[src/acp_pkg.sv]
// Shared constants and types of the converter control and output port block
package acp_pkg;
   // Widths
   localparam int DATA_W = 10;
   localparam int REG_W = 16;
   localparam int AXI_AW = 7;
   localparam int ADDR_LSB = 2;
   localparam int IDX_W = AXI_AW - ADDR_LSB;
   // Register indices; the byte address is four times the index
   localparam logic [IDX_W-1:0] IDX_CTRL = 5'h00;
   localparam logic [IDX_W-1:0] IDX_ISPAN = 5'h03;
   localparam logic [IDX_W-1:0] IDX_QSPAN = 5'h0b;
   localparam logic [IDX_W-1:0] IDX_STAT = 5'h10;
   localparam logic [IDX_W-1:0] IDX_SHIFT = 5'h11;
   // Control register fields
   localparam int CTRL_CAL = 15;
   localparam int CTRL_PHASE = 14;
   localparam int CTRL_ISLEEP = 11;
   localparam int CTRL_QSLEEP = 10;
   // Reset values and span codes used outside extended control
   localparam logic [REG_W-1:0] CTRL_RST = 16'h0000;
   localparam logic [REG_W-1:0] SPAN_RST = 16'h4000;
   localparam logic [REG_W-1:0] SPAN_PIN_LO = 16'h0000;
   localparam logic [REG_W-1:0] SPAN_PIN_HI = 16'h4000;
   // Status register fields
   localparam int ST_CAL = 0;
   localparam int ST_IPD = 1;
   localparam int ST_QPD = 2;
   localparam int ST_IRDY = 3;
   localparam int ST_QRDY = 4;
   localparam int ST_ECM = 5;
   localparam int ST_DEMUX = 6;
   // Bus responses
   localparam logic [1:0] RESP_OKAY = 2'h0;
   localparam logic [1:0] RESP_SLVERR = 2'h2;
   // Timing, in ns, and cycle counts at the 5 ns clock
   localparam int CLK_PS = 5000;
   localparam int CAL_LOW_NS = 80;
   localparam int CAL_HIGH_NS = 80;
   localparam int CAL_RUN_NS = 1000;
   localparam int WAKE_NS = 500;
   localparam int CAL_LOW_CYC_DEF = (CAL_LOW_NS * 1000 + CLK_PS - 1) / CLK_PS;
   localparam int CAL_HIGH_CYC_DEF = (CAL_HIGH_NS * 1000 + CLK_PS - 1) / CLK_PS;
   localparam int CAL_RUN_CYC_DEF = (CAL_RUN_NS * 1000 + CLK_PS - 1) / CLK_PS;
   localparam int WAKE_CYC_DEF = (WAKE_NS * 1000 + CLK_PS - 1) / CLK_PS;
   // Calibration trigger states
   typedef enum logic [3:0] {
      CAL_IDLE = 4'h1,
      CAL_LOWOK = 4'h2,
      CAL_HIGH = 4'h4,
      CAL_RUN = 4'h8
   } acp_cal_state_t;
endpackage

[src/acp_port.sv]
// Control pins, register slave, serial shifter and output port of the dual converter
// Operation
// - In extended control, serial bits shift in and out with the serial clock.
// - Trigger low for a least time, then high a least time, runs calibration.
// - Trigger pin works in both modes; extended control ORs it with bit 15.
// - Sleep high powers a channel down; low restores it after a delay.
// - Extended control: sleep pin or control bit 11/10 powers the channel down.
// - Phase pin low gives 0-degree, high gives 90-degree strobe alignment.
// - Phase choice acts only in two-lane demultiplexed mode.
// - Extended control takes phase from bit 14, default 0-degree.
// - Outside extended control the span pin sets both channels low or high range.
// - Extended control takes I and Q spans from registers 3h and Bh.
// - Single-lane mode puts both early data buses into high impedance.
// - Two-lane mode: early buses carry the earlier sample of each pair.
// - Single-lane mode: late buses carry every sample at full rate.
// - Two-lane mode: late buses carry the sample one clock after the early one.
// - Overrange flag marks the data word presented with it.
// - Data is synchronous to the strobe; strobe rate follows lane mode.
// - I and Q strobes stay in phase unless a channel sleeps.
// - Extended control is active while the enable pin is low.
// - Single-lane pin high selects 1:1 mode, low selects 1:2 mode.
//
// The address map and the AXI4-Lite interface to the registers were chosen for this implementation.
`timescale 1ns/1ps
module acp_port
   import acp_pkg::*;
#(
   parameter int WAKE_CYC = WAKE_CYC_DEF, // Power-up delay after sleep ends
   parameter int CAL_LOW_CYC = CAL_LOW_CYC_DEF, // Least trigger low time
   parameter int CAL_HIGH_CYC = CAL_HIGH_CYC_DEF, // Least trigger high time
   parameter int CAL_RUN_CYC = CAL_RUN_CYC_DEF // Calibration length
) (
   input wire logic aclk, // Sampling clock
   input wire logic aresetn, // Synchronous reset, active low
   input wire logic ce, // Clock enable, freezes all state except cal_start, which clears while ce is low
   input wire logic [AXI_AW-1:0] s_axi_awaddr, // Write address
   input wire logic s_axi_awvalid, // Write address valid
   output logic s_axi_awready, // Write address ready
   input wire logic [31:0] s_axi_wdata, // Write data
   input wire logic [3:0] s_axi_wstrb, // Write byte strobes
   input wire logic s_axi_wvalid, // Write data valid
   output logic s_axi_wready, // Write data ready
   output logic [1:0] s_axi_bresp, // Write response
   output logic s_axi_bvalid, // Write response valid
   input wire logic s_axi_bready, // Write response ready
   input wire logic [AXI_AW-1:0] s_axi_araddr, // Read address
   input wire logic s_axi_arvalid, // Read address valid
   output logic s_axi_arready, // Read address ready
   output logic [31:0] s_axi_rdata, // Read data
   output logic [1:0] s_axi_rresp, // Read response
   output logic s_axi_rvalid, // Read data valid
   input wire logic s_axi_rready, // Read data ready
   input wire logic ext_ctl_enable_n, // Extended control enable, active low
   input wire logic single_lane_output_select, // High selects 1:1 output
   input wire logic strobe_phase_pin, // Strobe phase, high is 90 degrees
   input wire logic input_span_select, // Full-scale range pin
   input wire logic i_sleep, // I channel sleep pin
   input wire logic q_sleep, // Q channel sleep pin
   input wire logic cal_pin, // Calibration trigger pin
   input wire logic sclk, // Serial clock pin
   input wire logic scs_n, // Serial select, active low
   input wire logic sdi, // Serial data in
   output logic sdo, // Serial data out
   output logic sdo_oe, // Serial data out enable
   input wire logic [DATA_W-1:0] i_sample, // I converter word, every clock
   input wire logic i_sample_over, // I input beyond full scale
   input wire logic [DATA_W-1:0] q_sample, // Q converter word, every clock
   input wire logic q_sample_over, // Q input beyond full scale
   output logic [DATA_W-1:0] i_data_late, // I later sample bus
   output logic [DATA_W-1:0] i_data_early, // I earlier sample bus
   output logic i_early_oe, // I early bus drive enable
   output logic [DATA_W-1:0] q_data_late, // Q later sample bus
   output logic [DATA_W-1:0] q_data_early, // Q earlier sample bus
   output logic q_early_oe, // Q early bus drive enable
   output logic i_overrange, // I overrange flag
   output logic q_overrange, // Q overrange flag
   output logic i_output_strobe, // I data strobe
   output logic q_output_strobe, // Q data strobe
   output logic i_power_down, // I converter power-down
   output logic q_power_down, // Q converter power-down
   output logic [REG_W-1:0] i_span_code, // I full-scale range code
   output logic [REG_W-1:0] q_span_code, // Q full-scale range code
   output logic cal_start, // Calibration start pulse
   output logic cal_running // Calibration in progress
);
   localparam int WK_W = $clog2(WAKE_CYC + 1);
   localparam int NPIN = 10;
   if (WAKE_CYC < 1 || DATA_W != 10) begin : g_bad
      $error("acp_port needs WAKE_CYC of at least one and ten-bit data");
   end

   // Pin synchronisers
   logic [NPIN-1:0] pins_s;
   logic extended_control_mode, demux, ecm_n, lane_s, phase_s, span_s, isl_s, qsl_s, cal_s, sclk_s, scs_s, sdi_s;
   acp_sync #(.W(NPIN)) u_sync (
      .aclk(aclk),
      .aresetn(aresetn),
      .ce(ce),
      .async_in({ext_ctl_enable_n, single_lane_output_select, strobe_phase_pin,
                 input_span_select, i_sleep, q_sleep, cal_pin, sclk, scs_n, sdi}),
      .sync_out(pins_s)
   );
   assign {ecm_n, lane_s, phase_s, span_s, isl_s, qsl_s, cal_s, sclk_s, scs_s, sdi_s} = pins_s;
   assign extended_control_mode = ~ecm_n;
   assign demux = ~lane_s;

   // Registers and write channel
   logic [REG_W-1:0] ctrl_q, ctrl_d, ispan_q, ispan_d, qspan_q, qspan_d, wd_q, wd_d;
   logic aw_q, aw_d, w_q, w_d, bv_q, bv_d;
   logic [IDX_W-1:0] awi_q, awi_d;
   logic [1:0] ws_q, ws_d, br_q, br_d;

   // Merge the two low byte lanes; upper lanes hit no storage
   function automatic logic [REG_W-1:0] lanes(input logic [REG_W-1:0] old,
                                               input logic [REG_W-1:0] wd,
                                               input logic [1:0] ws);
      lanes = {ws[1] ? wd[15:8] : old[15:8], ws[0] ? wd[7:0] : old[7:0]};
   endfunction

   // Address and data are held apart, so either may arrive first
   assign s_axi_awready = ce & ~aw_q & ~bv_q;
   assign s_axi_wready = ce & ~w_q & ~bv_q;
   always_comb begin
      aw_d = aw_q;
      awi_d = awi_q;
      w_d = w_q;
      wd_d = wd_q;
      ws_d = ws_q;
      bv_d = bv_q;
      br_d = br_q;
      ctrl_d = ctrl_q;
      ispan_d = ispan_q;
      qspan_d = qspan_q;
      if (s_axi_awvalid && s_axi_awready) begin
         aw_d = 1'b1;
         awi_d = s_axi_awaddr[AXI_AW-1:ADDR_LSB];
      end
      if (s_axi_wvalid && s_axi_wready) begin
         w_d = 1'b1;
         wd_d = s_axi_wdata[REG_W-1:0];
         ws_d = s_axi_wstrb[1:0];
      end
      if (ce && aw_q && w_q && !bv_q) begin
         aw_d = 1'b0;
         w_d = 1'b0;
         bv_d = 1'b1;
         br_d = RESP_OKAY;
         case (awi_q)
            IDX_CTRL: ctrl_d = lanes(ctrl_q, wd_q, ws_q);
            IDX_ISPAN: ispan_d = lanes(ispan_q, wd_q, ws_q);
            IDX_QSPAN: qspan_d = lanes(qspan_q, wd_q, ws_q);
            default: br_d = RESP_SLVERR; // Read-only or unmapped
         endcase
      end
      if (ce && bv_q && s_axi_bready) begin
         bv_d = 1'b0;
      end
   end
   always_ff @(posedge aclk) begin
      if (!aresetn) begin
         ctrl_q <= CTRL_RST;
         ispan_q <= SPAN_RST;
         qspan_q <= SPAN_RST;
         aw_q <= 1'b0;
         awi_q <= '0;
         w_q <= 1'b0;
         wd_q <= '0;
         ws_q <= '0;
         bv_q <= 1'b0;
         br_q <= RESP_OKAY;
      end else begin
         ctrl_q <= ctrl_d;
         ispan_q <= ispan_d;
         qspan_q <= qspan_d;
         aw_q <= aw_d;
         awi_q <= awi_d;
         w_q <= w_d;
         wd_q <= wd_d;
         ws_q <= ws_d;
         bv_q <= bv_d;
         br_q <= br_d;
      end
   end
   assign s_axi_bvalid = bv_q;
   assign s_axi_bresp = br_q;

   // Status word and read channel
   logic [1:0] pd_q, rdy_q, rr_q, rr_d;
   logic [REG_W-1:0] sr_q, stat;
   logic rv_q, rv_d;
   logic [31:0] rd_q, rd_d;
   always_comb begin
      stat = '0;
      stat[ST_CAL] = cal_running;
      stat[ST_IPD] = pd_q[0];
      stat[ST_QPD] = pd_q[1];
      stat[ST_IRDY] = rdy_q[0];
      stat[ST_QRDY] = rdy_q[1];
      stat[ST_ECM] = extended_control_mode;
      stat[ST_DEMUX] = demux;
   end
   assign s_axi_arready = ce & ~rv_q;
   always_comb begin
      rv_d = rv_q;
      rd_d = rd_q;
      rr_d = rr_q;
      if (ce && rv_q && s_axi_rready) begin
         rv_d = 1'b0;
      end
      if (s_axi_arvalid && s_axi_arready) begin
         rv_d = 1'b1;
         rr_d = RESP_OKAY;
         rd_d = '0;
         case (s_axi_araddr[AXI_AW-1:ADDR_LSB])
            IDX_CTRL: rd_d[REG_W-1:0] = ctrl_q;
            IDX_ISPAN: rd_d[REG_W-1:0] = ispan_q;
            IDX_QSPAN: rd_d[REG_W-1:0] = qspan_q;
            IDX_STAT: rd_d[REG_W-1:0] = stat;
            IDX_SHIFT: rd_d[REG_W-1:0] = sr_q;
            default: rr_d = RESP_SLVERR;
         endcase
      end
   end
   always_ff @(posedge aclk) begin
      if (!aresetn) begin
         rv_q <= 1'b0;
         rd_q <= '0;
         rr_q <= RESP_OKAY;
      end else begin
         rv_q <= rv_d;
         rd_q <= rd_d;
         rr_q <= rr_d;
      end
   end
   assign s_axi_rvalid = rv_q;
   assign s_axi_rdata = rd_q;
   assign s_axi_rresp = rr_q;

   // Serial shifter: in on the rising edge, out on the falling edge
   logic [REG_W-1:0] sr_d;
   logic sck_prev_q, sdo_q, sdo_d, soe_q, soe_d, sel;
   assign sel = extended_control_mode & ~scs_s;
   always_comb begin
      sr_d = sr_q;
      sdo_d = sdo_q;
      soe_d = sel;
      if (sel && sclk_s && !sck_prev_q) begin
         sr_d = {sr_q[REG_W-2:0], sdi_s};
      end
      if (sel && !sclk_s && sck_prev_q) begin
         sdo_d = sr_q[REG_W-1];
      end
   end
   // A parked low clock gives no edges, so nothing shifts between transfers
   always_ff @(posedge aclk) begin
      if (!aresetn) begin
         sr_q <= '0;
         sdo_q <= 1'b0;
         soe_q <= 1'b0;
         sck_prev_q <= 1'b0;
      end else if (ce) begin
         sr_q <= sr_d;
         sdo_q <= sdo_d;
         soe_q <= soe_d;
         sck_prev_q <= sclk_s;
      end
   end
   assign sdo = sdo_q;
   assign sdo_oe = soe_q;

   // Calibration: pin alone, or pin ORed with the control bit
   acp_cal #(
      .LOW_CYC(CAL_LOW_CYC),
      .HIGH_CYC(CAL_HIGH_CYC),
      .RUN_CYC(CAL_RUN_CYC)
   ) u_cal (
      .aclk(aclk),
      .aresetn(aresetn),
      .ce(ce),
      .trig(cal_s | (extended_control_mode & ctrl_q[CTRL_CAL])),
      .cal_start(cal_start),
      .cal_running(cal_running)
   );

   // Shared pair position and strobe so both channels stay in step
   logic pair_q, pair_d, str_q, str_d, upd, ph90, mode_q, mode_d;
   assign ph90 = extended_control_mode ? ctrl_q[CTRL_PHASE] : phase_s;
   assign upd = ~demux | pair_q;
   always_comb begin
      mode_d = demux;
      pair_d = demux ? ~pair_q : 1'b1;
      if (!demux) begin
         str_d = ~str_q;
      end else if (pair_q ^ ph90) begin
         str_d = ~str_q;
      end else begin
         str_d = str_q;
      end
   end
   always_ff @(posedge aclk) begin
      if (!aresetn) begin
         pair_q <= 1'b0;
         str_q <= 1'b0;
         mode_q <= 1'b0;
      end else if (ce) begin
         pair_q <= pair_d;
         str_q <= str_d;
         mode_q <= mode_d;
      end
   end

   // Per-channel sleep, wake delay, sample pairing and output words
   logic [DATA_W-1:0] smp [2];
   logic [1:0] ovr;
   logic [1:0] slp;
   logic [DATA_W-1:0] late_q [2];
   logic [DATA_W-1:0] early_q [2];
   logic [1:0] or_q;
   logic [1:0] stb_q;
   logic [REG_W-1:0] span_q [2];
   assign smp[0] = i_sample;
   assign smp[1] = q_sample;
   assign ovr = {q_sample_over, i_sample_over};
   assign slp[0] = isl_s | (extended_control_mode & ctrl_q[CTRL_ISLEEP]);
   assign slp[1] = qsl_s | (extended_control_mode & ctrl_q[CTRL_QSLEEP]);
   for (genvar c = 0; c < 2; c++) begin : g_ch
      logic [WK_W-1:0] wk_q;
      logic [WK_W-1:0] wk_d;
      logic rdy_d;
      logic [DATA_W-1:0] hold_q;
      logic [DATA_W-1:0] hold_d;
      logic hov_q;
      logic hov_d;
      logic [DATA_W-1:0] late_d;
      logic [DATA_W-1:0] early_d;
      logic or_d;
      logic stb_d;
      logic [REG_W-1:0] span_d;
      logic [REG_W-1:0] spreg;
      assign spreg = (c == 0) ? ispan_q : qspan_q;
      always_comb begin
         wk_d = wk_q;
         rdy_d = rdy_q[c];
         hold_d = hold_q;
         hov_d = hov_q;
         late_d = late_q[c];
         early_d = early_q[c];
         or_d = or_q[c];
         span_d = extended_control_mode ? spreg : (span_s ? SPAN_PIN_HI : SPAN_PIN_LO);
         if (slp[c]) begin
            wk_d = '0;
            rdy_d = 1'b0;
         end else if (!rdy_q[c]) begin
            if (wk_q >= WK_W'(WAKE_CYC - 1)) begin
               rdy_d = 1'b1;
            end else begin
               wk_d = WK_W'(wk_q + 1'b1);
            end
         end
         // Catch the first half of a pair even while waking
         if (!upd) begin
            hold_d = smp[c];
            hov_d = ovr[c];
         end
         if (!rdy_q[c]) begin
            late_d = '0; // Sleeping channel shows a quiet bus
            early_d = '0;
            or_d = 1'b0;
         end else if (upd) begin
            late_d = smp[c];
            early_d = hold_q;
            or_d = demux ? (ovr[c] | hov_q) : ovr[c];
         end
         stb_d = rdy_q[c] & str_d;
      end
      always_ff @(posedge aclk) begin
         if (!aresetn) begin
            wk_q <= '0;
            rdy_q[c] <= 1'b0;
            pd_q[c] <= 1'b0;
            hold_q <= '0;
            hov_q <= 1'b0;
            late_q[c] <= '0;
            early_q[c] <= '0;
            or_q[c] <= 1'b0;
            stb_q[c] <= 1'b0;
            span_q[c] <= SPAN_PIN_LO;
         end else if (ce) begin
            wk_q <= wk_d;
            rdy_q[c] <= rdy_d;
            pd_q[c] <= slp[c];
            hold_q <= hold_d;
            hov_q <= hov_d;
            late_q[c] <= late_d;
            early_q[c] <= early_d;
            or_q[c] <= or_d;
            stb_q[c] <= stb_d;
            span_q[c] <= span_d;
         end
      end
   end

   // Output mapping; early buses float in single-lane mode
   assign i_data_late = late_q[0];
   assign q_data_late = late_q[1];
   assign i_data_early = early_q[0];
   assign q_data_early = early_q[1];
   assign i_early_oe = mode_q;
   assign q_early_oe = mode_q;
   assign i_overrange = or_q[0];
   assign q_overrange = or_q[1];
   assign i_output_strobe = stb_q[0];
   assign q_output_strobe = stb_q[1];
   assign i_power_down = pd_q[0];
   assign q_power_down = pd_q[1];
   assign i_span_code = span_q[0];
   assign q_span_code = span_q[1];
endmodule // acp_port

[src/acp_sync.sv]
// Two-flop synchroniser for levels arriving from outside the clock domain
`timescale 1ns/1ps
module acp_sync #(
   parameter int W = 1 // Number of levels
) (
   input wire logic aclk, // Clock
   input wire logic aresetn, // Synchronous reset, active low
   input wire logic ce, // Clock enable
   input wire logic [W-1:0] async_in, // Outside levels
   output logic [W-1:0] sync_out // Synchronised levels
);
   if (W < 1) begin : g_bad
      $error("acp_sync needs at least one bit");
   end
   // One pair of flops per bit; the first flop feeds only the second
   for (genvar b = 0; b < W; b++) begin : g_bit
      logic meta_q;
      logic meta_d;
      logic out_q;
      logic out_d;
      always_comb begin
         meta_d = ce ? async_in[b] : meta_q;
         out_d = ce ? meta_q : out_q;
      end
      always_ff @(posedge aclk) begin
         meta_q <= aresetn ? meta_d : 1'b0;
         out_q <= aresetn ? out_d : 1'b0;
      end
      assign sync_out[b] = out_q;
   end
endmodule // acp_sync

[src/acp_cal.sv]
// Calibration trigger qualifier and calibration run timer
`timescale 1ns/1ps
module acp_cal
   import acp_pkg::*;
#(
   parameter int LOW_CYC = CAL_LOW_CYC_DEF, // Least low time of the trigger
   parameter int HIGH_CYC = CAL_HIGH_CYC_DEF, // Least high time of the trigger
   parameter int RUN_CYC = CAL_RUN_CYC_DEF // Length of one calibration
) (
   input wire logic aclk, // Clock
   input wire logic aresetn, // Synchronous reset, active low
   input wire logic ce, // Clock enable
   input wire logic trig, // Combined trigger level
   output logic cal_start, // One-cycle pulse as calibration begins
   output logic cal_running // High while calibration runs
);
   localparam int MAXC = (RUN_CYC > LOW_CYC) ? RUN_CYC : LOW_CYC;
   localparam int CW = $clog2(MAXC + HIGH_CYC + 1);
   if (LOW_CYC < 1 || HIGH_CYC < 1 || RUN_CYC < 1) begin : g_bad
      $error("acp_cal counts must be at least one");
   end
   acp_cal_state_t st_q;
   acp_cal_state_t st_d;
   logic [CW-1:0] cnt_q;
   logic [CW-1:0] cnt_d;
   logic start_q;
   logic start_d;
   // Low must last first, then high; a trigger held high from reset never fires
   always_comb begin
      st_d = st_q;
      cnt_d = cnt_q;
      start_d = 1'b0;
      if (ce) begin
         unique case (st_q)
            CAL_IDLE: begin
               if (trig) begin
                  cnt_d = '0;
               end else if (cnt_q >= CW'(LOW_CYC - 1)) begin
                  st_d = CAL_LOWOK;
               end else begin
                  cnt_d = CW'(cnt_q + 1'b1);
               end
            end
            CAL_LOWOK: begin
               if (trig) begin
                  st_d = CAL_HIGH;
                  cnt_d = CW'(1);
               end
            end
            CAL_HIGH: begin
               if (!trig) begin
                  st_d = CAL_IDLE; // Too short a high: start again
                  cnt_d = CW'(1);
               end else if (cnt_q >= CW'(HIGH_CYC)) begin
                  st_d = CAL_RUN;
                  cnt_d = '0;
                  start_d = 1'b1;
               end else begin
                  cnt_d = CW'(cnt_q + 1'b1);
               end
            end
            CAL_RUN: begin
               if (cnt_q >= CW'(RUN_CYC - 1)) begin
                  st_d = CAL_IDLE; // One cycle per request
                  cnt_d = '0;
               end else begin
                  cnt_d = CW'(cnt_q + 1'b1);
               end
            end
            default: begin
               st_d = CAL_IDLE;
               cnt_d = '0;
            end
         endcase
      end
   end
   // State registers
   always_ff @(posedge aclk) begin
      if (!aresetn) begin
         st_q <= CAL_IDLE;
         cnt_q <= '0;
         start_q <= 1'b0;
      end else begin
         st_q <= st_d;
         cnt_q <= cnt_d;
         start_q <= start_d;
      end
   end
   assign cal_start = start_q;
   assign cal_running = (st_q == CAL_RUN);
endmodule // acp_cal

[config.mk]
export PLATFORM = sky130hd
export DESIGN_NAME = acp_port
export DESIGN_NICKNAME = d
export VERILOG_FILES = /design/src/acp_pkg.sv /design/src/acp_port.sv /design/src/acp_sync.sv /design/src/acp_cal.sv
export SDC_FILE = /design/constraint.sdc
export NUM_CORES = 1
export LEC_CHECK = 0
export ABC_AREA = 1
export CAP_MARGIN = 5
export CORE_ASPECT_RATIO = 0.9
export CORE_MARGIN = 1.5
export CORE_UTILIZATION = 55
export CTS_BUF_LIST = sky130_fd_sc_hd__clkbuf_4 sky130_fd_sc_hd__clkbuf_8
export CTS_CLUSTER_DIAMETER = 60
export CTS_CLUSTER_SIZE = 12
export DETAILED_ROUTE_END_ITERATION = 6
export DONT_BUFFER_PORTS = 1
export GPL_TIMING_DRIVEN = 1
export PLACE_DENSITY = 0.74
export SKIP_CTS_REPAIR_TIMING = 1
export SLEW_MARGIN = 25
export SYNTH_ARGS = -nofsm -noshare
export SYNTH_HDL_FRONTEND = slang
export SYNTH_SLANG_ARGS = --single-unit
[constraint.sdc]
create_clock -name aclk -period 3.4 [get_ports aclk]
set_input_delay 0.34 -clock aclk [delete_from_list [all_inputs] [get_ports aclk]]
set_output_delay 0.34 -clock aclk [all_outputs]
set_load 0.1 [all_outputs]
### Yosys cells after proc, flatten, opt, wreduce, memory -nomap -nowiden

Memory sizes are Yosys's and may differ from the RTL's.
Cells that the tools add are included.

* flip-flop bits (word level): 194
* latch bits: 0
* memory bits (writable): 72
* ROM bits: 0
* bits of input ports: 90
* logic and storage cells: 231
* memories: 3

* add/sub/neg operators: 3
* $mul: 0
* div/mod/pow operators: 0
* order comparisons: 5
* equality and inequality tests: 22
* shifts and indexed selects: 0
* mux-type cells: 63
* bitwise gates (word level): 35
* reduce and logical (&&, ||, !) cells: 40

Memories
* span_q: words 2, bits a word 16, rd ports 2, clocked after Yosys merged registers in 0, wr ports 2, RTL line acp_port.sv:320 `logic [REG_W-1:0] span_q [2];`
* early_q: words 2, bits a word 10, rd ports 2, clocked after Yosys merged registers in 0, wr ports 2, RTL line acp_port.sv:317 `logic [DATA_W-1:0] early_q [2];`
* late_q: words 2, bits a word 10, rd ports 2, clocked after Yosys merged registers in 0, wr ports 2, RTL line acp_port.sv:316 `logic [DATA_W-1:0] late_q [2];`

Operator list (count)
* $mux W10: 12
* $pmux W16 S5: 1
* $mux W16: 4
* $mux W8: 6
* $mux W7: 6
* $pmux W8 S4: 1
* $reduce_and A3 Y1: 9
* $mux W4: 6
* $mux W1: 23
* $pmux W4 S4: 1
* $mux W15: 1
* $add A7 B1 Y7 const B: 2
* $ge A7 B7 Y1 const B: 2
* $logic_and A1 B1 Y1: 14
* $ne A2 B1 Y1 const B: 7
* $or A1 B1 Y1: 12
* $and A1 B1 Y1: 11
* $not A1 Y1: 11
* $eq A5 B2 Y1 const B: 2
* $eq A5 B4 Y1 const B: 2
* $eq A5 B5 Y1 const B: 2
* $logic_not A5 Y1: 2
* $reduce_and A2 Y1: 5
* $add A8 B1 Y8 const B: 1
* other kinds (19): 25

### Logic depth before layout (Yosys ltp)

Gate-level depths: netlist of the first run.

* word-level depth: 5
* depth in mapped cells: 10
* mapped depth without buffers: 10

### Hierarchy

From an unflattened synthesis of the first run, not the netlist that was laid out.

* cell total of the unflattened synthesis: 1435
* area, all modules: 11433.5 um^2

By module, submodules not included
* acp_port: instances 1, cells an instance 1143, area an instance 9610.5 um^2, seq. area each 5345.1 um^2
* acp_cal: instances 1, cells an instance 156, area an instance 917.1 um^2, seq. area each 260.2 um^2
* acp_sync: instances 1, cells an instance 136, area an instance 905.9 um^2, seq. area each 400.4 um^2

### Worst setup path after synthesis of the first run

No wires, ideal clock.

* path kind: reg2reg
* start: register bv_q (netlist: s_axi_bvalid)
* end: register wd_q[10]
* library setup time: 0.065 ns
* arrival time: 2.982 ns
* setup slack: 0.354 ns
* stages on the path, launching flop included: 9
* buffers on the path: 1
* path through: dfxtp_1 > inv_1 > nand2_1 > nor2_1 > nand2_1 > inv_1 > buf_4 > nor2_1 > nor2_1

* cells in the longest elaborated chain, start to end: 3

RTL lines
* from (decl): RTL line acp_port.sv:109 `logic aw_q, aw_d, w_q, w_d, bv_q, bv_d;`
* from (signal assigned): RTL line acp_port.sv:180 `bv_q <= bv_d;`
* $not A1 Y1: RTL line acp_port.sv:122 `assign s_axi_wready = ce & ~w_q & ~bv_q;`
* $and A1 B1 Y1: RTL line acp_port.sv:122
* named net s_axi_wready: RTL line acp_port.sv:42 `output logic s_axi_wready,`
* $logic_and A1 B1 Y1: RTL line acp_port.sv:138 `if (s_axi_wvalid && s_axi_wready) begin`
* to (signal assigned): RTL line acp_port.sv:178 `wd_q <= wd_d;`
* to (decl): RTL line acp_port.sv:108 `logic [REG_W-1:0] ctrl_q, ctrl_d, ispan_q, ispan_d, qspan_q, qspan_d, wd_q, wd_d;`

The timed path passes the listed nets, and every way through them passes these cells.
A chain may end at the register's enable or synchronous reset.

### Worst setup path after layout of the first run

* start: register rv_q (netlist: s_axi_rvalid)
* end: register rd_q[10] (netlist: s_axi_rdata[10])

* cells in the longest elaborated chain, start to end: 3

RTL lines
* from (decl): RTL line acp_port.sv:190 `logic rv_q, rv_d;`
* from (signal assigned): RTL line acp_port.sv:230 `rv_q <= rv_d;`
* $not A1 Y1: RTL line acp_port.sv:202 `assign s_axi_arready = ce & ~rv_q;`
* $and A1 B1 Y1: RTL line acp_port.sv:202
* $logic_and A1 B1 Y1: RTL line acp_port.sv:210 `if (s_axi_arvalid && s_axi_arready) begin`
* to (signal assigned): RTL line acp_port.sv:231 `rd_q <= rd_d;`
* to (decl): RTL line acp_port.sv:191 `logic [31:0] rd_q, rd_d;`

Every way passes these cells.

==> flow_metrics.env, run 1 <==
export IMPL_crit_slowest_cell="dfxtp_1"
export IMPL_dr_total_vias=9018
export IMPL_fin_skew_ns=0.01519
export IMPL_crit_type="reg2reg"
export IMPL_ys_flop_type="dfxtp_1"
export IMPL_hold_viol=2
export IMPL_cp_cell_sequence="buf_4 > nor2_2 > buf_4 > nand2_2 > inv_2 > nand2_1 > inv_1 > o21ai_0 > a21oi_1"
export IMPL_cts_buffers=26
export IMPL_finalMaxSlewViolations=0
export IMPL_first_iter_violations=731
export IMPL_internal_power_mw=4.483
export IMPL_critPathBufInv=4
export IMPL_rsz0062_at_grt="no"
export IMPL_synthTopCellsByArea="dfxtp_1 35%, edfxtp_1 20%, nor2_1 7.5%"
export IMPL_nFillCells=1679
export IMPL_finalSetupViolCount=0
export IMPL_p_sw_share_pct=31.81
export IMPL_synth_edf_count=72
export IMPL_power_frac_seq_pct=58.5
export IMPL_violations="hold timing"
export IMPL_initial_core_util_pct=56.65
export IMPL_die_y_microns=136.9
export IMPL_htreeDepth=1
export IMPL_core_rowCount=48
export IMPL_hp_class="in2reg"
export IMPL_layout_drive_gt1_share_pct=6.082
export IMPL_p_leak_nw=4.861
export IMPL_clk_pin_slew_worst_paths_ns=0.09
export IMPL_portBuffers=0
export IMPL_globalRouteTotalUtil_pct=24.70
export IMPL_cp_data_required_time_ns=3.86
export IMPL_synth_area_sq_um=10960
export IMPL_ant_nets=0
export IMPL_register_area_sq_um=6007
export IMPL_viasPerCell=5.416
export IMPL_post_route_min_period_ns=2.095
export IMPL_drc=0
export IMPL_overflow=0
export IMPL_synthArstFlopShare_pct=0
export IMPL_die_x_microns=151.8
export IMPL_fmax_mhz=477.3
export IMPL_cap_viol_max_count=0
export IMPL_syn_to_final_growth_pct=10.83
export IMPL_antenna_found_initial=1
export IMPL_grt_pass1_wl_microns=40470
export IMPL_final_area_sq_um=12140
export IMPL_vdd_ir_drop_max_mv=0.4982
export IMPL_synthDominantCellAreaShare_pct=35.08
export IMPL_clockBufferDepth=3
export IMPL_start_kind="flop"
export IMPL_outcome="complete, but fails checks"
export IMPL_clockRootBuffer="clkbuf_8"
export IMPL_firstDrtPassIters=5
export IMPL_synth_top_area_cell="dfxtp_1"
export IMPL_finalCritPeriodShare_pct=61.63
export IMPL_path_delay_family="buffers and inverters"
export IMPL_worstPathArrival_ns=2.55
export IMPL_cts_tree="built"
export IMPL_drt_total_wl_microns=27060
export IMPL_power_density_nw_per_um2=541.5
export IMPL_grt_start_max_net_pins=139
export IMPL_globalplace_congestion=0.8721
export IMPL_nNetsFinal=1492
export IMPL_hold_worst_slack_ns=-0.01349
export IMPL_clkPwrFrac_pct=29.4
export IMPL_finalSetupTns_ns=0
export IMPL_synth_avg_cell_area_sq_um=8.050
export IMPL_grt_pass1_vias=7891
export IMPL_slew_headroom_pct=29.71
export IMPL_synth_commonest_cells="218 x nor2_1, 192 x dfxtp_1, 186 x nand2_1"
export IMPL_syn_instance_count=1361
export IMPL_crit_path_max_incr_delay_ns=0.31
export IMPL_yosysUniqueCellTypes=35
export IMPL_crit_fanout=18
export IMPL_core_sq_um=19340
export IMPL_yosysWarningCount=0
export IMPL_synth_seq_cells=264
export IMPL_cp_end_kind="flop"
export IMPL_path_common_cell="buf_4"
export IMPL_synth_most_common_cell="nor2_1"
export IMPL_worstMarginPinSlew_ns=1.053
export IMPL_power_combinational_fraction_pct=12.1
export IMPL_p_switching_mw=2.091
export IMPL_dp_hpwl_microns=17830
export IMPL_multi_input_area_sq_um=3941
export IMPL_die_area_sq_um=20780
export IMPL_ys_seq_area_share_pct=54.82
export IMPL_fin_util_pct=62.78
export IMPL_wl_per_cell_microns=16.25
export IMPL_insertion_delay_ns=0.55
export IMPL_post_dp_cell_area_sq_um=11070
export IMPL_io_pins=215
export IMPL_clkSinkCount=264
[power by group through the flow]
stage / clock network, mW / registers [mW] / logic, mW
CTS: 1.98 / 3.84 / 0.709
detailed placement: 0 / 3.91 / 0.706
finish: 1.93 / 3.85 / 0.796
global placement: 0 / 3.91 / 0.691
floorplan: 0 / 3.88 / 0.617
global route: 2.09 / 3.86 / 0.885
[area by class of cell]
type | count | area share (%)
inverters | 181 | 5.596
multi-input cells | 852 | 32.46
flip-flops and latches | 264 | 49.47
well taps | 250 | 2.576
clock inverters | 3 | 0.1855
diodes | 1 | 0.02061
clock buffers | 41 | 3.875
repair buffers | 73 | 5.812
[metal layers]
layer / wire, microns / vias to the layer above / global-route usage [%]
li1: - / 4471 / -
met1: 11290 / 4142 / 32.11
met2: 12770 / 346 / 40.22
met3: 2141 / 59 / 6.300
met4: 864 / 0 / 8.066
met5: 0 / - / 0
[flip-flops by register name, summed over array words and instances (netlist names), 4 cells and up]
name and flops:
span_q 32, u_sync.g_bit.meta_q 10, u_cal.st_q 4, g_ch.hold_q 20, g_ch.spreg 32, sr_q 16, wd_q 16, awi_q 5
ctrl_q 16, s_axi_rdata 16, u_cal.cnt_q 8, g_ch.wk_q 14, early_q 20, late_q 20, u_sync.g_bit.out_q 10
[worst register-to-register path: stages (launching register included)]
cell and delay, ns:
dfxtp_1 0.31, buf_4 0.23, nor2_2 0.14, buf_4 0.31, nand2_2 0.30, inv_2 0.30
nand2_1 0.08, inv_1 0.11, o21ai_0 0.10, a21oi_1 0.13
[final timing paths]
kind                start              end  slack [ns]  depth (start not counted)
max reg2reg  s_axi_rvalid  s_axi_rdata[10]        1.30                          9
min                    ce     s_axi_bvalid       -0.01                          3
min reg2reg     ctrl_q[2]        ctrl_q[2]        0.46                          2
max          s_axi_rvalid  s_axi_rdata[10]        1.30                          9
[kinds of logic after synthesis]
kind of cell / share of synthesized area (%)
xor+xnor: 0.3197
flops: 54.82
compound gates: 13.45
other cells: 0.03423
simple gates: 20.99
fa+ha+maj: 0.4568
buf+inv: 9.925
[per-stage QoR]
step,cells,power [mW],setup slack (ns)
after floorplan,1378,4.501,0.3537
after global placement,1564,4.603,1.360
after detailed placement,1564,4.621,1.329
after CTS,1608,6.529,1.311
after global routing,1665,6.840,1.143
final,1665,6.574,1.305
[cell usage in the layout, fill, tap and decap left out, drive strengths merged]
| cell | instances |
|---|---|
| nand3 | 81 |
| clkbuf | 41 |
| xor2 | 4 |
| o21bai | 2 |
| o21ai | 148 |
| nand3b | 1 |
| clkinv | 3 |
| nor2 | 223 |
| conb | 18 |
| nor3 | 1 |
| edfxtp | 72 |
| a211oi | 2 |
| dfxtp | 192 |
| o31ai | 2 |
| inv | 181 |
| ha | 4 |
| a31oi | 1 |
| a21oi | 119 |
| o211ai | 2 |
| dlygate4sd3 | 55 |
| nand2 | 192 |
| nand4 | 43 |
| o22ai | 9 |
| buf | 18 |
| diode | 1 |
No activity file was read; power rests on OpenSTA's default activity.
==> inputs of run 2 (changes only) <==
PLACE_DENSITY = 0.77   (was 0.74)
clock period = 1.7 ns   (was 3.4 ns; I/O delays follow)
==> flow_metrics.env, run 2 (same netlist as run 1, synthesis figures left out) <==
export IMPL_die_x_microns=151.8
export IMPL_grt_pass1_vias=8590
export IMPL_insertion_delay_ns=0.57
export IMPL_critPathBufInv=2
export IMPL_dp_cells=1685
export IMPL_syn_to_final_growth_pct=22.24
export IMPL_worstPathArrival_ns=1.49
export IMPL_crit_slowest_cell="dfxtp_4"
export IMPL_post_dp_cell_area_sq_um=12070
export IMPL_wl_per_cell_microns=15.80
export IMPL_final_common_cell="nor2_1"
export IMPL_crit_fanout=2
export IMPL_dp_hpwl_microns=18730
export IMPL_path_delay_family="flip-flops"
export IMPL_drt_total_wl_microns=28500
export IMPL_grt_pass1_wl_microns=41730
export IMPL_layout_common_cells="213 x nor2_1, 189 x dfxtp_1, 177 x nand2_1, 174 x inv_1, 133 x buf_4"
export IMPL_drc=0
export IMPL_slew_headroom_pct=63.69
export IMPL_finalCritPeriodShare_pct=97.49
export IMPL_ant_nets=0
export IMPL_outcome="complete, but fails checks"
export IMPL_p_leak_nw=5.578
export IMPL_grt_start_max_net_pins=139
export IMPL_die_y_microns=136.9
export IMPL_io_pins=215
export IMPL_min_from="aresetn"
export IMPL_clkSinkCount=264
export IMPL_worst_path_stages=4
export IMPL_crit_type="reg2out"
export IMPL_fin_skew_ns=0.01940
export IMPL_core_sq_um=19340
export IMPL_globalRouteTotalUtil_pct=25.36
export IMPL_p_switching_mw=4.303
export IMPL_cts_buffers=26
export IMPL_reg2reg_setup_slack_ns=0.09
export IMPL_finalMaxSlewViolations=0
export IMPL_hold_viol=126
export IMPL_firstDrtPassIters=7
export IMPL_start_kind="flop"
export IMPL_cts_tree="built"
export IMPL_crit_path_max_incr_delay_ns=0.36
export IMPL_diodes=0
export IMPL_nFillCells=1488
export IMPL_cp_cell_sequence="inv_4 > nand2_4 > nor2_4 > buf_4"
export IMPL_clk_pin_slew_worst_paths_ns=0.09
export IMPL_cp_data_required_time_ns=1.53
export IMPL_hp_class="in2reg"
export IMPL_power_frac_seq_pct=50.5
export IMPL_overflow=0
export IMPL_hold_path_depth=2
export IMPL_antenna_found_initial=0
export IMPL_viasPerCell=5.371
export IMPL_dr_total_vias=9690
export IMPL_p_sw_share_pct=31.36
export IMPL_first_iter_violations=858
export IMPL_clockBufferDepth=3
export IMPL_finalSetupViolCount=0
export IMPL_holdPathEnd="g_ch[0].hold_q[7]"
export IMPL_power_density_nw_per_um2=1024
export IMPL_globalplace_congestion=0.9206
export IMPL_worstMarginPinSlew_ns=0.5491
export IMPL_htreeDepth=1
export IMPL_post_route_min_period_ns=1.657
export IMPL_r2r_end="late_q[1][7]"
export IMPL_die_area_sq_um=20780
export IMPL_final_cells=1804
export IMPL_final_area_sq_um=13390
export IMPL_clkPwrFrac_pct=30.2
export IMPL_vdd_ir_drop_max_mv=0.9422
export IMPL_portBuffers=0
export IMPL_core_rowCount=48
export IMPL_rr_startpoint="u_sync.g_bit[8].out_q"
export IMPL_nNetsFinal=1630
export IMPL_initial_core_util_pct=56.65
export IMPL_reg2regPathDepth=5
export IMPL_cp_end_kind="output pin"
export IMPL_layout_drive_gt1_share_pct=14.54
export IMPL_cap_viol_max_count=0
export IMPL_fmax_mhz=603.4
export IMPL_internal_power_mw=9.417
export IMPL_violations="hold timing"
export IMPL_clockRootBuffer="clkbuf_8"
export IMPL_power_combinational_fraction_pct=19.3
export IMPL_hold_worst_slack_ns=-0.2412
-- run 2: how the worst max path moves through the flow --
stage,from,endpoint
2_1_floorplan,s_axi_bvalid,wd_q[10]
3_3_place_gp,g_ch[0].wk_q[0],g_ch[0].wk_q[0]
3_5_place_dp,aw_q,g_ch[0].spreg[10]
4_1_cts,u_cal.st_q[1],cal_running
5_1_grt,u_cal.cnt_q[1],u_cal.st_q[1]
6_report,s_axi_bvalid,s_axi_wready
-- run 2: per-stage QoR --
step                      TNS [ns]  power [mW]  setup slack, ns  hold slack (ns)  util, %
after global routing      -0.04996       14.19         -0.01963          -0.2812    69.25
after detailed placement         0       9.488           0.1064           0.2847    62.41
after global placement           0       9.434           0.1612           0.2791    62.41
after floorplan            -0.6317       9.035         -0.06628           0.2827        -
final                            0       13.72          0.04267          -0.2412    69.25
after CTS                 -0.06537       13.52         -0.05620          -0.3068    65.19
-- run 2: metal layers --
metal | wire, microns | vias up | share of wire (%) | GRT usage, %
li1 | - | 4754 | - | -
met2 | 14120 | 396 | 50 | 42.33
met5 | 0 | - | 0 | 0
met1 | 11380 | 4473 | 40 | 32.29
met4 | 802 | 0 | 2.8 | 9.188
met3 | 2202 | 67 | 7.7 | 5.633
-- run 2: power groups by stage --
stage	clock network [mW]	registers, mW	logic, mW
global route	4.39	6.96	2.83
floorplan	0	7.77	1.27
CTS	4.16	6.92	2.44
detailed placement	0	7.07	2.42
finish	4.14	6.93	2.65
global placement	0	7.06	2.38
-- run 2: cell type report --
class	instances	area [sq um]	share of cell area, %
clock buffer	43	498.0	3.719
tap	250	312.8	2.336
sequential	264	6015	44.91
timing repair buffer	211	1831	13.67
inverter	181	681.9	5.092
multi-input combinational	852	4014	29.97
clock inverter	3	40.04	0.2990
-- run 2: worst reg2reg max path, delay by kind of cell (launching register included) --
family                 cells  cell delay, ns
DFF                        1            0.39
AOI/OAI and AO/OA          1            0.31
buffers and inverters      2            0.34
and+or+nand+nor            2            0.31
==> inputs of run 3 (changes only) <==
CELL_PAD_IN_SITES_DETAIL_PLACEMENT = 1   (was not set)
CELL_PAD_IN_SITES_GLOBAL_PLACEMENT = 1   (was not set)
CORE_UTILIZATION = 44   (was 55)
PLACE_DENSITY = 0.83   (was 0.77)
==> flow_metrics.env, run 3 (same netlist as run 1, synthesis figures left out) <==
export IMPL_syn_to_final_growth_pct=22.97
export IMPL_io_pins=215
export IMPL_crit_path_max_incr_delay_ns=0.34
export IMPL_viasPerCell=5.390
export IMPL_cp_end_kind="output pin"
export IMPL_holdPathEnd="g_ch[0].hold_q[3]"
export IMPL_crit_type="reg2out"
export IMPL_clockRootBuffer="clkbuf_8"
export IMPL_clk_pin_slew_worst_paths_ns=0.09
export IMPL_globalplace_congestion=0.8341
export IMPL_vdd_ir_drop_max_mv=1.092
export IMPL_finalSetupViolCount=6
export IMPL_cts_tree="built"
export IMPL_dp_hpwl_microns=22890
export IMPL_p_leak_nw=5.582
export IMPL_power_density_nw_per_um2=1028
export IMPL_cp_cell_sequence="inv_1 > nand2_1 > nor2_4 > buf_12"
export IMPL_worstMarginPinSlew_ns=0.5855
export IMPL_final_common_cell="nor2_1"
export IMPL_layout_common_cells="214 x nor2_1, 187 x dfxtp_1, 180 x nand2_1, 174 x inv_1, 132 x buf_4"
export IMPL_portBuffers=0
export IMPL_cts_buffers=27
export IMPL_hold_viol=122
export IMPL_dr_total_vias=10042
export IMPL_min_from="aresetn"
export IMPL_wl_per_cell_microns=19.20
export IMPL_reg2regPathDepth=5
export IMPL_diodes=0
export IMPL_drc=0
export IMPL_die_area_sq_um=25860
export IMPL_die_y_microns=152.7
export IMPL_outcome="complete, but fails checks"
export IMPL_violations="hold timing, setup timing"
export IMPL_rr_startpoint="aw_q"
export IMPL_rsz0062_at_grt="yes"
export IMPL_crit_fanout=5
export IMPL_post_dp_cell_area_sq_um=12170
export IMPL_post_route_min_period_ns=1.737
export IMPL_fmax_mhz=575.6
export IMPL_core_sq_um=24320
export IMPL_die_x_microns=169.3
export IMPL_worstPathArrival_ns=1.57
export IMPL_finalCritPeriodShare_pct=102.2
export IMPL_grt_pass1_vias=9895
export IMPL_overflow=0
export IMPL_start_kind="flop"
export IMPL_insertion_delay_ns=0.57
export IMPL_r2r_end="g_ch[0].spreg[1]"
export IMPL_dp_cells=1745
export IMPL_nNetsFinal=1632
export IMPL_firstDrtPassIters=5
export IMPL_clockBufferDepth=3
export IMPL_path_delay_family="flip-flops"
export IMPL_cap_viol_max_count=0
export IMPL_reg2reg_setup_slack_ns=-0.01
export IMPL_globalRouteTotalUtil_pct=24.47
export IMPL_critPathBufInv=2
export IMPL_hold_path_depth=2
export IMPL_drt_total_wl_microns=35770
export IMPL_slew_headroom_pct=60.93
export IMPL_first_iter_violations=614
export IMPL_finalMaxSlewViolations=0
export IMPL_setup_slack_ns=-0.03735
export IMPL_fin_skew_ns=0.01895
export IMPL_initial_core_util_pct=45.04
export IMPL_htreeDepth=1
export IMPL_cp_data_required_time_ns=1.53
export IMPL_core_rowCount=54
export IMPL_hp_class="in2reg"
export IMPL_grt_pass1_wl_microns=50760
export IMPL_layout_drive_gt1_share_pct=14.47
export IMPL_grt_start_max_net_pins=139
export IMPL_final_cells=1863
export IMPL_clkSinkCount=264
export IMPL_crit_slowest_cell="dfxtp_1"
export IMPL_antenna_found_initial=0
export IMPL_hold_worst_slack_ns=-0.2309
export IMPL_worst_path_stages=4
export IMPL_final_area_sq_um=13470
export IMPL_ant_nets=0
-- run 3: power by group --
group / switching [mW] / leakage, nW / internal (mW)
registers: 0.227 / 2.35 / 6.74
logic: 2.09 / 2.95 / 0.695
clock network: 2.25 / 0.282 / 1.84
-- run 3: final cells by class --
cell class,instances,area [sq um]
fill,2922,10850
tap,308,385.4
multi-input combinational,852,4015
inverter,181,681.9
sequential,264,6017
clock inverter,4,27.53
timing repair buffer,212,1854
clock buffer,42,490.5
-- run 3: through the flow --
| step | util [%] | setup TNS, ns | setup WS, ns | power [mW] |
|---|---|---|---|---|
| 2_1_floorplan | - | -0.6317 | -0.06628 | 9.035 |
| 3_3_place_gp | 50.03 | 0 | 0.1367 | 9.487 |
| 3_5_place_dp | 50.03 | 0 | 0.05383 | 9.587 |
| 4_1_cts | 52.16 | -0.1361 | -0.1196 | 13.59 |
| 5_1_grt | 55.39 | -3.824 | -0.2091 | 14.38 |
| 6_report | 55.39 | -0.07467 | -0.03735 | 13.85 |
-- run 3: how the worst max path moves through the flow --
stage                        from          endpoint  slack [ns]
CTS                 u_cal.st_q[1]       cal_running       -0.12
detailed placement           aw_q  g_ch[1].spreg[1]        0.05
global route                 aw_q  g_ch[0].spreg[3]       -0.21
finish              u_cal.st_q[1]       cal_running       -0.04
floorplan            s_axi_bvalid          wd_q[10]       -0.07
global placement       ctrl_q[15]    u_cal.cnt_q[5]        0.14
-- run 3: worst reg2reg max path: stages, from the launching register on --
cell     delay [ns]
dfxtp_1        0.43
nand4_2        0.20
nor2_1         0.23
nand2_1        0.34
o21ai_0        0.30
a21oi_1        0.08
-- run 3: per-layer routing --
metal | part of all wire, % | vias to the layer above | global-route usage (%)
li1 | - | 4742 | -
met1 | 40 | 4950 | 28.75
met2 | 51 | 292 | 45.07
met3 | 5.9 | 58 | 5.455
met4 | 2.4 | 0 | 5.605
met5 | 0 | - | 0
